**config.mk**
```make
export PLATFORM = sky130hd
export DESIGN_NAME = frp_device_flat
export DESIGN_NICKNAME = d
export VERILOG_FILES = /design/src/verilog/frp_pkg.sv /design/src/verilog/frp_if.sv /design/src/verilog/frp_device.sv /design/src/flat_wrapper.sv
export SDC_FILE = /design/constraint.sdc
export NUM_CORES = 1
export LEC_CHECK = 0
export BUFFER_PORTS_ARGS = -buffer_cell sky130_fd_sc_hd__buf_2
export CORE_MARGIN = 2
export CORE_UTILIZATION = 35
export CTS_CLUSTER_DIAMETER = 50
export DETAILED_ROUTE_END_ITERATION = 8
export PLACE_DENSITY = 0.77
export SLEW_MARGIN = 20
export SYNTH_ARGS = -nofsm -noshare
export SYNTH_HDL_FRONTEND = slang
export SYNTH_SLANG_ARGS = --single-unit
```
**constraint.sdc**
```tcl
create_clock -name clk -period 1.9 [get_ports clk]
set_clock_uncertainty 0.05 [all_clocks]
set_input_delay 0 -clock clk [delete_from_list [all_inputs] [get_ports clk]]
set_output_delay 0 -clock clk [all_outputs]
set_load 0.02 [all_outputs]
```
**src/verilog/frp_pkg.sv**
```systemverilog
package frp_pkg;
  localparam logic [7:0] LVL0_BYTE = 8'hAA;
  localparam logic [7:0] LVL0_COMP = 8'h55;
  localparam logic [7:0] LVL2_BYTE = 8'hCC;
  localparam logic [7:0] LVL2_COMP = 8'h33;
  localparam int         WP_BITS   = 8;
  localparam int         PAGE_BITS = 6;
  localparam int         GROUP_SH  = 1;
  localparam int         KEY_STEPS = 2;

  typedef enum logic [1:0] {
    FRP_LVL0,
    FRP_LVL1,
    FRP_LVL2
  } frp_level_t;

  typedef enum logic [2:0] {
    FRP_OP_NONE,
    FRP_OP_PROG,
    FRP_OP_PAGE_ERASE,
    FRP_OP_MASS_ERASE,
    FRP_OP_OPT_PROG,
    FRP_OP_OPT_ERASE
  } frp_op_t;

  typedef enum logic [1:0] {
    FRP_AREA_MAIN,
    FRP_AREA_SYSMEM,
    FRP_AREA_OPTION,
    FRP_AREA_BACKUP
  } frp_area_t;

  typedef enum logic [1:0] {
    FRP_SIZE_BYTE,
    FRP_SIZE_HALF,
    FRP_SIZE_WORD
  } frp_size_t;
endpackage

```
**src/verilog/frp_if.sv**
```systemverilog
`timescale 1ns/1ps
interface frp_if;
  logic                  req;
  logic                  is_write;
  frp_pkg::frp_area_t    area;
  frp_pkg::frp_size_t    size;
  logic                  is_reg;
  frp_pkg::frp_op_t      op;
  logic [frp_pkg::PAGE_BITS-1:0] page;
  logic                  level_byte_sel;
  logic [7:0]            wdata;
  logic                  debug_mode;
  logic                  boot_ram;
  logic                  boot_loader;
  logic                  done;
  logic                  granted;
  logic                  bus_error;

  modport dev (input req, is_write, area, size, is_reg, op, page, level_byte_sel, wdata,
               debug_mode, boot_ram, boot_loader, output done, granted, bus_error);
  modport host (output req, is_write, area, size, is_reg, op, page, level_byte_sel, wdata,
                debug_mode, boot_ram, boot_loader, input done, granted, bus_error);
endinterface

```
**src/verilog/frp_device.sv**
```systemverilog
`timescale 1ns/1ps
module frp_device (
  input  wire logic                          clk,           // system clock
  input  wire logic                          resetn,        // async reset
  frp_if.dev                                 bus,           // access side
  input  wire logic [7:0]                    opt_level_byte,  // stored level byte
  input  wire logic [7:0]                    opt_level_comp,  // stored complement
  input  wire logic [frp_pkg::WP_BITS-1:0]   opt_protect_bits, // group bits, 1=free
  input  wire logic                          option_reload_trigger, // reload pulse
  input  wire logic                          key_good,      // correct key pair seen
  input  wire logic                          clear_wre,     // software clears enable
  input  wire logic                          clr_op_end,    // w1c end of operation
  input  wire logic                          clr_wrperr,    // w1c protect error
  input  wire logic                          clr_prog_err,  // w1c program error
  input  wire logic                          end_of_operation_irq_enable, // eop irq enable
  input  wire logic                          error_irq_enable, // error irq enable
  output logic [1:0]                         level,         // latched level
  output logic                               option_write_enable, // option write open
  output logic                               end_of_operation_flag, // eop flag
  output logic                               write_protect_error_flag, // wrp error
  output logic                               program_error_flag, // program error
  output logic                               irq,           // interrupt request
  output logic                               debug_disable, // level 2 debug lock
  output logic                               boot_disable,  // level 2 boot lock
  output logic                               mass_erase_pulse, // main array erase
  output logic                               backup_clear_pulse // backup reset
);
  frp_pkg::frp_level_t lvl, next_lvl;
  logic [frp_pkg::WP_BITS-1:0] wp_mask, next_wp_mask;
  logic [frp_pkg::PAGE_BITS-frp_pkg::GROUP_SH-1:0] grp;
  logic loaded, next_loaded, dis_q, next_dis;
  logic wre, next_wre, op_end, next_op_end, wrpe, next_wrpe, pge, next_pge;
  logic done_q, next_done, grant_q, next_grant, berr_q, next_berr;
  logic me_q, next_me, bk_q, next_bk, irq_q, next_irq;

  function automatic frp_pkg::frp_level_t decode(input logic [7:0] b, input logic [7:0] c);
    if (b == frp_pkg::LVL0_BYTE && c == frp_pkg::LVL0_COMP)
      decode = frp_pkg::FRP_LVL0;
    else if (b == frp_pkg::LVL2_BYTE && c == frp_pkg::LVL2_COMP)
      decode = frp_pkg::FRP_LVL2;
    else
      decode = frp_pkg::FRP_LVL1;
  endfunction

  function automatic logic at_top(input frp_pkg::frp_level_t l);
    at_top = (l == frp_pkg::FRP_LVL2);
  endfunction

  logic restricted, wr_prot, set_wrpe, set_pge, set_end, fault;
  always_comb begin
    next_lvl      = lvl;
    next_wp_mask  = wp_mask;
    next_loaded   = 1'b1;
    next_wre      = wre;
    next_done     = 1'b0;
    next_grant    = 1'b0;
    next_berr     = 1'b0;
    next_me       = 1'b0;
    next_bk       = 1'b0;
    set_wrpe      = 1'b0;
    set_pge       = 1'b0;
    set_end       = 1'b0;
    fault         = 1'b0;
    // debug and boot modes lose array access above level 0
    restricted    = (lvl != frp_pkg::FRP_LVL0) &&
                    (bus.debug_mode || bus.boot_ram || bus.boot_loader);
    grp           = bus.page[frp_pkg::PAGE_BITS-1:frp_pkg::GROUP_SH];
    // pages past the last mask bit are never protected
    wr_prot       = (grp < frp_pkg::WP_BITS) &&
                    !wp_mask[grp[$clog2(frp_pkg::WP_BITS)-1:0]];
    if (!loaded || option_reload_trigger) begin
      next_lvl     = decode(opt_level_byte, opt_level_comp);
      next_wp_mask = opt_protect_bits;
    end
    next_dis      = at_top(next_lvl);
    if (key_good)
      next_wre = 1'b1;
    else if (clear_wre)
      next_wre = 1'b0;
    if (bus.req) begin
      next_done = 1'b1;
      if (bus.is_reg) begin
        fault = (bus.size != frp_pkg::FRP_SIZE_WORD);
      end else if (!bus.is_write) begin
        fault = restricted && (bus.area == frp_pkg::FRP_AREA_MAIN ||
                               bus.area == frp_pkg::FRP_AREA_BACKUP);
      end else begin
        unique case (bus.op)
          frp_pkg::FRP_OP_PROG, frp_pkg::FRP_OP_PAGE_ERASE: begin
            if (bus.area == frp_pkg::FRP_AREA_SYSMEM) set_pge = 1'b1;
            else if (restricted) set_pge = 1'b1;
            else if (wr_prot) set_wrpe = 1'b1;
            else set_end = 1'b1;
          end
          frp_pkg::FRP_OP_MASS_ERASE: begin
            if (restricted) set_pge = 1'b1;
            else if (|(~wp_mask)) set_wrpe = 1'b1;
            else begin
              set_end = 1'b1;
              next_me = 1'b1;
              next_bk = 1'b1;
            end
          end
          frp_pkg::FRP_OP_OPT_PROG: begin
            if (!wre) set_wrpe = 1'b1;
            else if (bus.level_byte_sel && at_top(lvl)) set_wrpe = 1'b1;
            else begin
              set_end = 1'b1;
              if (bus.level_byte_sel && bus.wdata == frp_pkg::LVL0_BYTE) begin
                next_me = 1'b1;
                next_bk = (lvl == frp_pkg::FRP_LVL1);
              end
            end
          end
          frp_pkg::FRP_OP_OPT_ERASE: begin
            if (!wre || at_top(lvl)) set_wrpe = 1'b1;
            else set_end = 1'b1;
          end
          default: fault = 1'b1;
        endcase
      end
      next_berr  = fault;
      next_grant = !fault && !set_pge && !set_wrpe;
    end
    // set wins over a same-cycle clear
    next_op_end = set_end  | (op_end & ~clr_op_end);
    next_wrpe   = set_wrpe | (wrpe & ~clr_wrperr);
    next_pge    = set_pge  | (pge  & ~clr_prog_err);
    // irq registered from next flags, so it rises with them
    next_irq  = (next_op_end & end_of_operation_irq_enable) |
                ((next_wrpe | next_pge) & error_irq_enable);
  end

  always_ff @(posedge clk or negedge resetn) begin
    if (!resetn) begin
      lvl      <= frp_pkg::FRP_LVL1;
      wp_mask  <= '0;
      loaded   <= 1'b0;
      dis_q    <= 1'b0;
      wre      <= 1'b0;
      op_end   <= 1'b0;
      wrpe     <= 1'b0;
      pge      <= 1'b0;
      done_q   <= 1'b0;
      grant_q  <= 1'b0;
      berr_q   <= 1'b0;
      me_q     <= 1'b0;
      bk_q     <= 1'b0;
      irq_q    <= 1'b0;
    end else begin
      lvl      <= next_lvl;
      wp_mask  <= next_wp_mask;
      loaded   <= next_loaded;
      dis_q    <= next_dis;
      wre      <= next_wre;
      op_end   <= next_op_end;
      wrpe     <= next_wrpe;
      pge      <= next_pge;
      done_q   <= next_done;
      grant_q  <= next_grant;
      berr_q   <= next_berr;
      me_q     <= next_me;
      bk_q     <= next_bk;
      irq_q    <= next_irq;
    end
  end

  assign level                    = lvl;
  assign option_write_enable      = wre;
  assign end_of_operation_flag    = op_end;
  assign write_protect_error_flag = wrpe;
  assign program_error_flag       = pge;
  assign irq                      = irq_q;
  assign debug_disable            = dis_q;
  assign boot_disable             = dis_q;
  assign mass_erase_pulse         = me_q;
  assign backup_clear_pulse       = bk_q;
  assign bus.done                 = done_q;
  assign bus.granted              = grant_q;
  assign bus.bus_error            = berr_q;
endmodule

```
**src/flat_wrapper.sv**
```systemverilog
// flat-port wrapper written by rule: the top's interface ports become plain ports
module frp_device_flat 
  (clk, resetn, opt_level_byte, opt_level_comp, opt_protect_bits, option_reload_trigger, key_good, clear_wre, clr_op_end, clr_wrperr, clr_prog_err, end_of_operation_irq_enable, error_irq_enable, level, option_write_enable, end_of_operation_flag, write_protect_error_flag, program_error_flag, irq, debug_disable, boot_disable, mass_erase_pulse, backup_clear_pulse, bus_req, bus_is_write, bus_area, bus_size, bus_is_reg, bus_op, bus_page, bus_level_byte_sel, bus_wdata, bus_debug_mode, bus_boot_ram, bus_boot_loader, bus_done, bus_granted, bus_bus_error);
  frp_if bus_i ();
  input  wire logic clk;
  input  wire logic resetn;
  input  wire logic [7:0] opt_level_byte;
  input  wire logic [7:0] opt_level_comp;
  input  wire logic [frp_pkg::WP_BITS-1:0] opt_protect_bits;
  input  wire logic option_reload_trigger;
  input  wire logic key_good;
  input  wire logic clear_wre;
  input  wire logic clr_op_end;
  input  wire logic clr_wrperr;
  input  wire logic clr_prog_err;
  input  wire logic end_of_operation_irq_enable;
  input  wire logic error_irq_enable;
  output logic [1:0] level;
  output logic option_write_enable;
  output logic end_of_operation_flag;
  output logic write_protect_error_flag;
  output logic program_error_flag;
  output logic irq;
  output logic debug_disable;
  output logic boot_disable;
  output logic mass_erase_pulse;
  output logic backup_clear_pulse;
  input wire logic [$bits(bus_i.req)-1:0] bus_req;
  input wire logic [$bits(bus_i.is_write)-1:0] bus_is_write;
  input wire logic [$bits(bus_i.area)-1:0] bus_area;
  input wire logic [$bits(bus_i.size)-1:0] bus_size;
  input wire logic [$bits(bus_i.is_reg)-1:0] bus_is_reg;
  input wire logic [$bits(bus_i.op)-1:0] bus_op;
  input wire logic [$bits(bus_i.page)-1:0] bus_page;
  input wire logic [$bits(bus_i.level_byte_sel)-1:0] bus_level_byte_sel;
  input wire logic [$bits(bus_i.wdata)-1:0] bus_wdata;
  input wire logic [$bits(bus_i.debug_mode)-1:0] bus_debug_mode;
  input wire logic [$bits(bus_i.boot_ram)-1:0] bus_boot_ram;
  input wire logic [$bits(bus_i.boot_loader)-1:0] bus_boot_loader;
  output wire logic [$bits(bus_i.done)-1:0] bus_done;
  output wire logic [$bits(bus_i.granted)-1:0] bus_granted;
  output wire logic [$bits(bus_i.bus_error)-1:0] bus_bus_error;
  assign bus_i.req = bus_req;
  assign bus_i.is_write = bus_is_write;
  assign bus_i.area = bus_area;
  assign bus_i.size = bus_size;
  assign bus_i.is_reg = bus_is_reg;
  assign bus_i.op = bus_op;
  assign bus_i.page = bus_page;
  assign bus_i.level_byte_sel = bus_level_byte_sel;
  assign bus_i.wdata = bus_wdata;
  assign bus_i.debug_mode = bus_debug_mode;
  assign bus_i.boot_ram = bus_boot_ram;
  assign bus_i.boot_loader = bus_boot_loader;
  assign bus_done = bus_i.done;
  assign bus_granted = bus_i.granted;
  assign bus_bus_error = bus_i.bus_error;
  frp_device u_core (.clk(clk), .resetn(resetn), .bus(bus_i), .opt_level_byte(opt_level_byte), .opt_level_comp(opt_level_comp), .opt_protect_bits(opt_protect_bits), .option_reload_trigger(option_reload_trigger), .key_good(key_good), .clear_wre(clear_wre), .clr_op_end(clr_op_end), .clr_wrperr(clr_wrperr), .clr_prog_err(clr_prog_err), .end_of_operation_irq_enable(end_of_operation_irq_enable), .error_irq_enable(error_irq_enable), .level(level), .option_write_enable(option_write_enable), .end_of_operation_flag(end_of_operation_flag), .write_protect_error_flag(write_protect_error_flag), .program_error_flag(program_error_flag), .irq(irq), .debug_disable(debug_disable), .boot_disable(boot_disable), .mass_erase_pulse(mass_erase_pulse), .backup_clear_pulse(backup_clear_pulse));
endmodule
```
; ---- Yosys cells after proc, flatten, opt, wreduce, memory -nomap -nowiden
; Cells that the tools add are included.
[totals]
regBits = 22
in_bits = 62
out_inout_bits = 14
elab_cells = 132
[classes]
n_lt_le_gt_ge = 2
n_eq_ne = 16
mux = 60
n_bitwise = 14
n_reduce_logical = 26
[ops]
columns = op, count
row1 = 1-bit 2-to-1 mux, 51
row2 = 8-bit equality test (second input constant), 3
row3 = 1-bit logical AND, 9
row4 = 8-bit by 6-bit equality test with 1-bit output (second input constant), 1
row5 = 8-bit by 7-bit equality test with 1-bit output (second input constant), 1
row6 = 8-bit NOT, 1
row7 = 1-bit one-hot mux with 4 select lines, 2
row8 = 8-bit OR reduction, 1
row9 = 2-bit equality test (second input constant), 3
row10 = 3-bit by 2-bit equality test with 1-bit output (second input constant), 2
row11 = 3-bit equality test (second input constant), 2
row12 = 1-bit zero test, 6
row13 = 2-bit 2-to-1 mux, 3
row14 = 1-bit one-hot mux with 2 select lines, 3
row15 = 1-bit AND, 5
row16 = 1-bit logical OR, 5
row17 = 5-bit by 4-bit < comparator with 1-bit output (second input constant), 1
row18 = 1-bit bitwise OR, 5
row19 = 5-bit OR reduction, 1
row20 = 2-bit by 1-bit equality test with 1-bit output (second input constant), 2
row21 = 3-bit by 4-bit < comparator with 1-bit output (second input constant), 1
row22 = 2-bit nonzero test, 2
row23 = 1-bit binary-select mux with 3-bit select, 1
row24 = 3-bit by 1-bit equality test with 1-bit output (second input constant), 1
row25 = other kinds (4), 6

; ---- Depth between registers and ports, before layout
[depth]
ltp_word = 16
depth_mapped = 6
ltp_nobuf = 6

; ---- Least setup slack after synthesis
; OpenSTA, ideal clock, no wires.
[synth_timing]
path_type = register to register
startpoint = register u_core.lvl[1] (netlist: u_core.level[1])
endpoint = register u_core.grant_q (netlist: u_core.bus.granted)
setup_ns = 0.126
arrival_ns = 1.598
t_required_ns = 1.724
slack_ns = 0.126
stages_incl_launch_ff = 6
n_path_buf = 0
period_less_slack_ns = 1.774
path_cell_list = dfrtp_1 -> o32a_1 -> or3_4 -> o22ai_2 -> a311oi_1 -> o311a_1
[synth_between]
elab_chain_len = 12
elab_cells_between_ends = 31
classes_between = eq/ne (1) / mux (20) / reduce/logical (10)
[synth_rtl]
columns = element, line_no
row1 = from (decl), frp_device.sv:28  ; frp_pkg::frp_level_t lvl, next_lvl;
row2 = from (signal assigned), frp_device.sv:136  ; lvl <= frp_pkg::FRP_LVL1;
row3 = from (signal assigned), frp_device.sv:151  ; lvl <= next_lvl;
row4 = 2-bit nonzero test, frp_device.sv:65  ; restricted = (lvl != frp_pkg::FRP_LVL0) &&
row5 = 1-bit logical AND, frp_device.sv:65
row6 = 1-bit 2-to-1 mux, "frp_device.sv:91, frp_device.sv:96"
row7 = 1-bit 2-to-1 mux, frp_device.sv:90  ; if (bus.area == frp_pkg::FRP_AREA_SYSMEM) set_pge = 1'b1;
row8 = 1-bit one-hot mux with 2 select lines, frp_device.sv:88  ; unique case (bus.op)
row9 = 1-bit 2-to-1 mux, frp_device.sv:84  ; end else if (!bus.is_write) begin
row10 = 1-bit 2-to-1 mux, frp_device.sv:82  ; if (bus.is_reg) begin
row11 = 1-bit 2-to-1 mux, frp_device.sv:80  ; if (bus.req) begin
row12 = 1-bit zero test, frp_device.sv:123  ; next_grant = !fault && !set_pge && !set_wrpe;
row13 = 1-bit logical AND, frp_device.sv:123
row14 = 1-bit logical AND (*), frp_device.sv:123
row15 = 1-bit 2-to-1 mux (*), frp_device.sv:80
row16 = net u_core.next_grant, frp_device.sv:33  ; logic done_q, next_done, grant_q, next_grant, berr_q, next_berr;
row17 = to (signal assigned), frp_device.sv:160  ; grant_q <= next_grant;
row18 = to (decl), frp_device.sv:33
; The timed path passes the listed nets; every way through them passes the cells marked *. The select of a mux whose other input is x is not followed.
; A chain may end at the register's enable or synchronous reset.

; ---- Final worst setup path
[layout_timing]
startpoint = register u_core.lvl[0] (netlist: u_core.level[0])
endpoint = register u_core.grant_q (netlist: u_core.bus.granted)
; The elaborated chain is that of the path after synthesis.

==> impl_metrics.tcl <==
set metrics [dict create \
    cp_max_fo 7 \
    die_h_um 63.6 \
    n_antenna_cell 0 \
    insertion_delay_ps 310 \
    grtUsageTotal_pct 15.7 \
    cts_buffers 3 \
    critPathArrivalTime_ps 1910 \
    synthToLayoutAreaGrowth_pct 51.9 \
    dpl.hpwl_um 2460 \
    p_switching_uw 263 \
    die-area_um2 4050 \
    drive_gt1_share_pct 38.4 \
    async_flop_share_pct 100 \
    viasPerCell 4.78 \
    grt_setup_unrepaired "no" \
    required_ps 2050 \
    h-tree-depth 1 \
    post-route-period-util_pct 92.2 \
    setup_viol 0 \
    ant_nets 0 \
    rr_worst_depth 5 \
    syn_area_per_cell_um2 9.22 \
    via_count 1315 \
    synth_edf_count 0 \
    start_util_pct 36.7 \
    grt_pass1_wl_um 5130 \
    synth_common_cells "nand2_1 (30), dfrtp_1 (21), inv_1 (9), nor2_1 (9), nand2b_1 (5)" \
    power.share.clock_pct 25.8 \
    status "complete, no violations" \
    overflow 0 \
    hold_viol 0 \
    cts.sinks 22 \
    cap_violations 0 \
    p_per_area_nw_per_um2 529 \
    grt_max_degree 23 \
    synth_top_area_share_pct 42.2 \
    globalplace.congestion 0.752 \
    cts_tree "yes" \
    portBuffers 74 \
    ir_drop_uv 462 \
    drtIter0Drc 21 \
    post_cts_buffers 0 \
    grt_pass1_vias 1264 \
    ys.warnings.count 0 \
    ys_seq_elements 22 \
    hold_path_depth 4 \
    syn-num-nets 198 \
    die-width_um 63.6 \
    synth_area_leaders "dfrtp_1 (42%), nand2_1 (9.0%), mux2i_1 (3.2%)" \
    ys.flop_type "dfrtp_1" \
    p_seq_share_pct 51.2 \
    grt_antenna_before_repair 0 \
    synth_most_common_cell "nand2_1" \
    synthCells 135 \
    power.share.combinational_pct 23.0 \
    cts_root_buf "clkbuf_4" \
    fmax_mhz 571 \
    critPathLaunchType "register" \
    routed_wl_um 3130 \
    final_max_slew_viol_count 0 \
    avgRoutedWirePerCell_um 11.4 \
    hp-class "input port to register" \
    cts-resized-gates 0 \
    hold_ws_ps 25.7 \
    rows 21 \
    syn-cell-area_um2 1240 \
    ios 76 \
    p_int_uw 736 \
    core_area_um2 3390 \
    yosysUniqueCellTypes 44 \
    seq_area_frac_synth_pct 44.3 \
    power_leakage_uw 0.000980 \
    nNetsFinal 293 \
    path_clk_slew_ps 120 \
    endpoint_kind "register" \
    drc 0 \
    synth_top_area_cell "dfrtp_1" \
    first_pass_iters 4 \
    cts_max_path_buffers 2 \
    critical_path_class "register to register" \
    setup_tns_ps 0 \
    netSwitchingFraction_pct 26.4 \
    fin_crit_ps 1750 \
]
==> critical path, stage by stage (launching register included) <==
cell and delay [ps]:
dfstp_2 420, o32a_1 210, or3_4 400, o22ai_2 200
a311oi_1 70, o311a_1 300
==> per-layer routing <==
metal  global-route usage, %  routed length (um)
met1                    16.7                1260
met5                       0                   0
met2                    30.7                1640
met3                    5.18                 233
met4                    1.63                   0
==> cells by family (layout without fill, tap and decap cells) <==
group | count (synthesis) | count (layout) | synth area share [%]
buf+inv | 14 | 108 | 4.62
simple gates | 67 | 67 | 28.6
mux | 5 | 5 | 5.03
other cells | 1 | 1 | 0.301
compound gates | 24 | 24 | 15.4
xor+xnor | 1 | 1 | 0.704
flops | 22 | 22 | 44.3
fa+ha+maj | 1 | 1 | 1.00
==> sequential cells by signal, indices dropped and copies added, names as in the netlist <==
| signal | cells |
|---|---|
| u_core.wp_mask | 8 |
| u_core.level | 2 |
| u_core.backup_clear_pulse | 1 |
| u_core.boot_disable | 1 |
| u_core.bus.bus_error | 1 |
| u_core.bus.done | 1 |
| u_core.bus.granted | 1 |
| u_core.end_of_operation_flag | 1 |
| u_core.irq | 1 |
| u_core.loaded | 1 |
| u_core.mass_erase_pulse | 1 |
| u_core.option_write_enable | 1 |
| u_core.program_error_flag | 1 |
| u_core.write_protect_error_flag | 1 |
==> cell type report <==
type                       count  area (um2)
clock buffer                   4        36.3
multi-input combinational     99         636
tap                           46        57.6
inverter                       9        33.8
timing repair buffer          95         576
fill                         316        1500
sequential                    22         552
==> path summary, 6_finish.rpt <==
check,startpoint,to,slack (ps)
setup / recovery,u_core.level[0],u_core.bus.granted,150
hold / removal,bus_level_byte_sel,u_core.mass_erase_pulse,30
setup reg to reg,u_core.level[0],u_core.bus.granted,150
hold reg to reg,u_core.wp_mask[4],u_core.wp_mask[4],460
max in group asynchronous,resetn,u_core.level[0],1340
min in group asynchronous,resetn,u_core.wp_mask[2],120
==> cells in the final DEF, fill, tap and decap left out, types with 3 or more instances in the layout <==
cell type and instances:
inv_1 9, a31oi_1 3, nand2_1 30, nor2_1 9, o21ai_0 4, dfrtp_1 21, clkbuf_4 3, nand2b_1 5
nor4bb_1 4, a21oi_1 3, buf_2 74, nor4_1 3, mux2i_1 4, dlygate4sd3_1 19
==> repair_timing <==
item	in CTS	in global routing
hold buffers	19	0
endpoints found under the hold margin	37	0
endpoints found under the setup margin	0	0
==> through the flow <==
stage | setup WS [ps] | cells | area, um2 | utilization, % | total power [uW]
finish | 148 | 275 | 1890 | 55.8 | 999
global route | 46.8 | 275 | 1890 | 55.8 | 1060
CTS | 143 | 275 | 1890 | 55.8 | 1010
detailed placement | 164 | 252 | 1660 | 49.1 | 720
global placement | 202 | 252 | 1660 | 49.1 | 716
floorplan | 126 | 135 | 1240 | - | 617
==> power by group through the flow <==
stage	logic, uW	registers, uW	clock network [uW]
2_1_floorplan	87.3	530	0
3_3_place_gp	197	519	0
3_5_place_dp	199	521	0
4_1_cts	230	512	264
5_1_grt	255	515	286
6_report	230	511	258
Note: power is estimated with default switching activity, not from simulation.
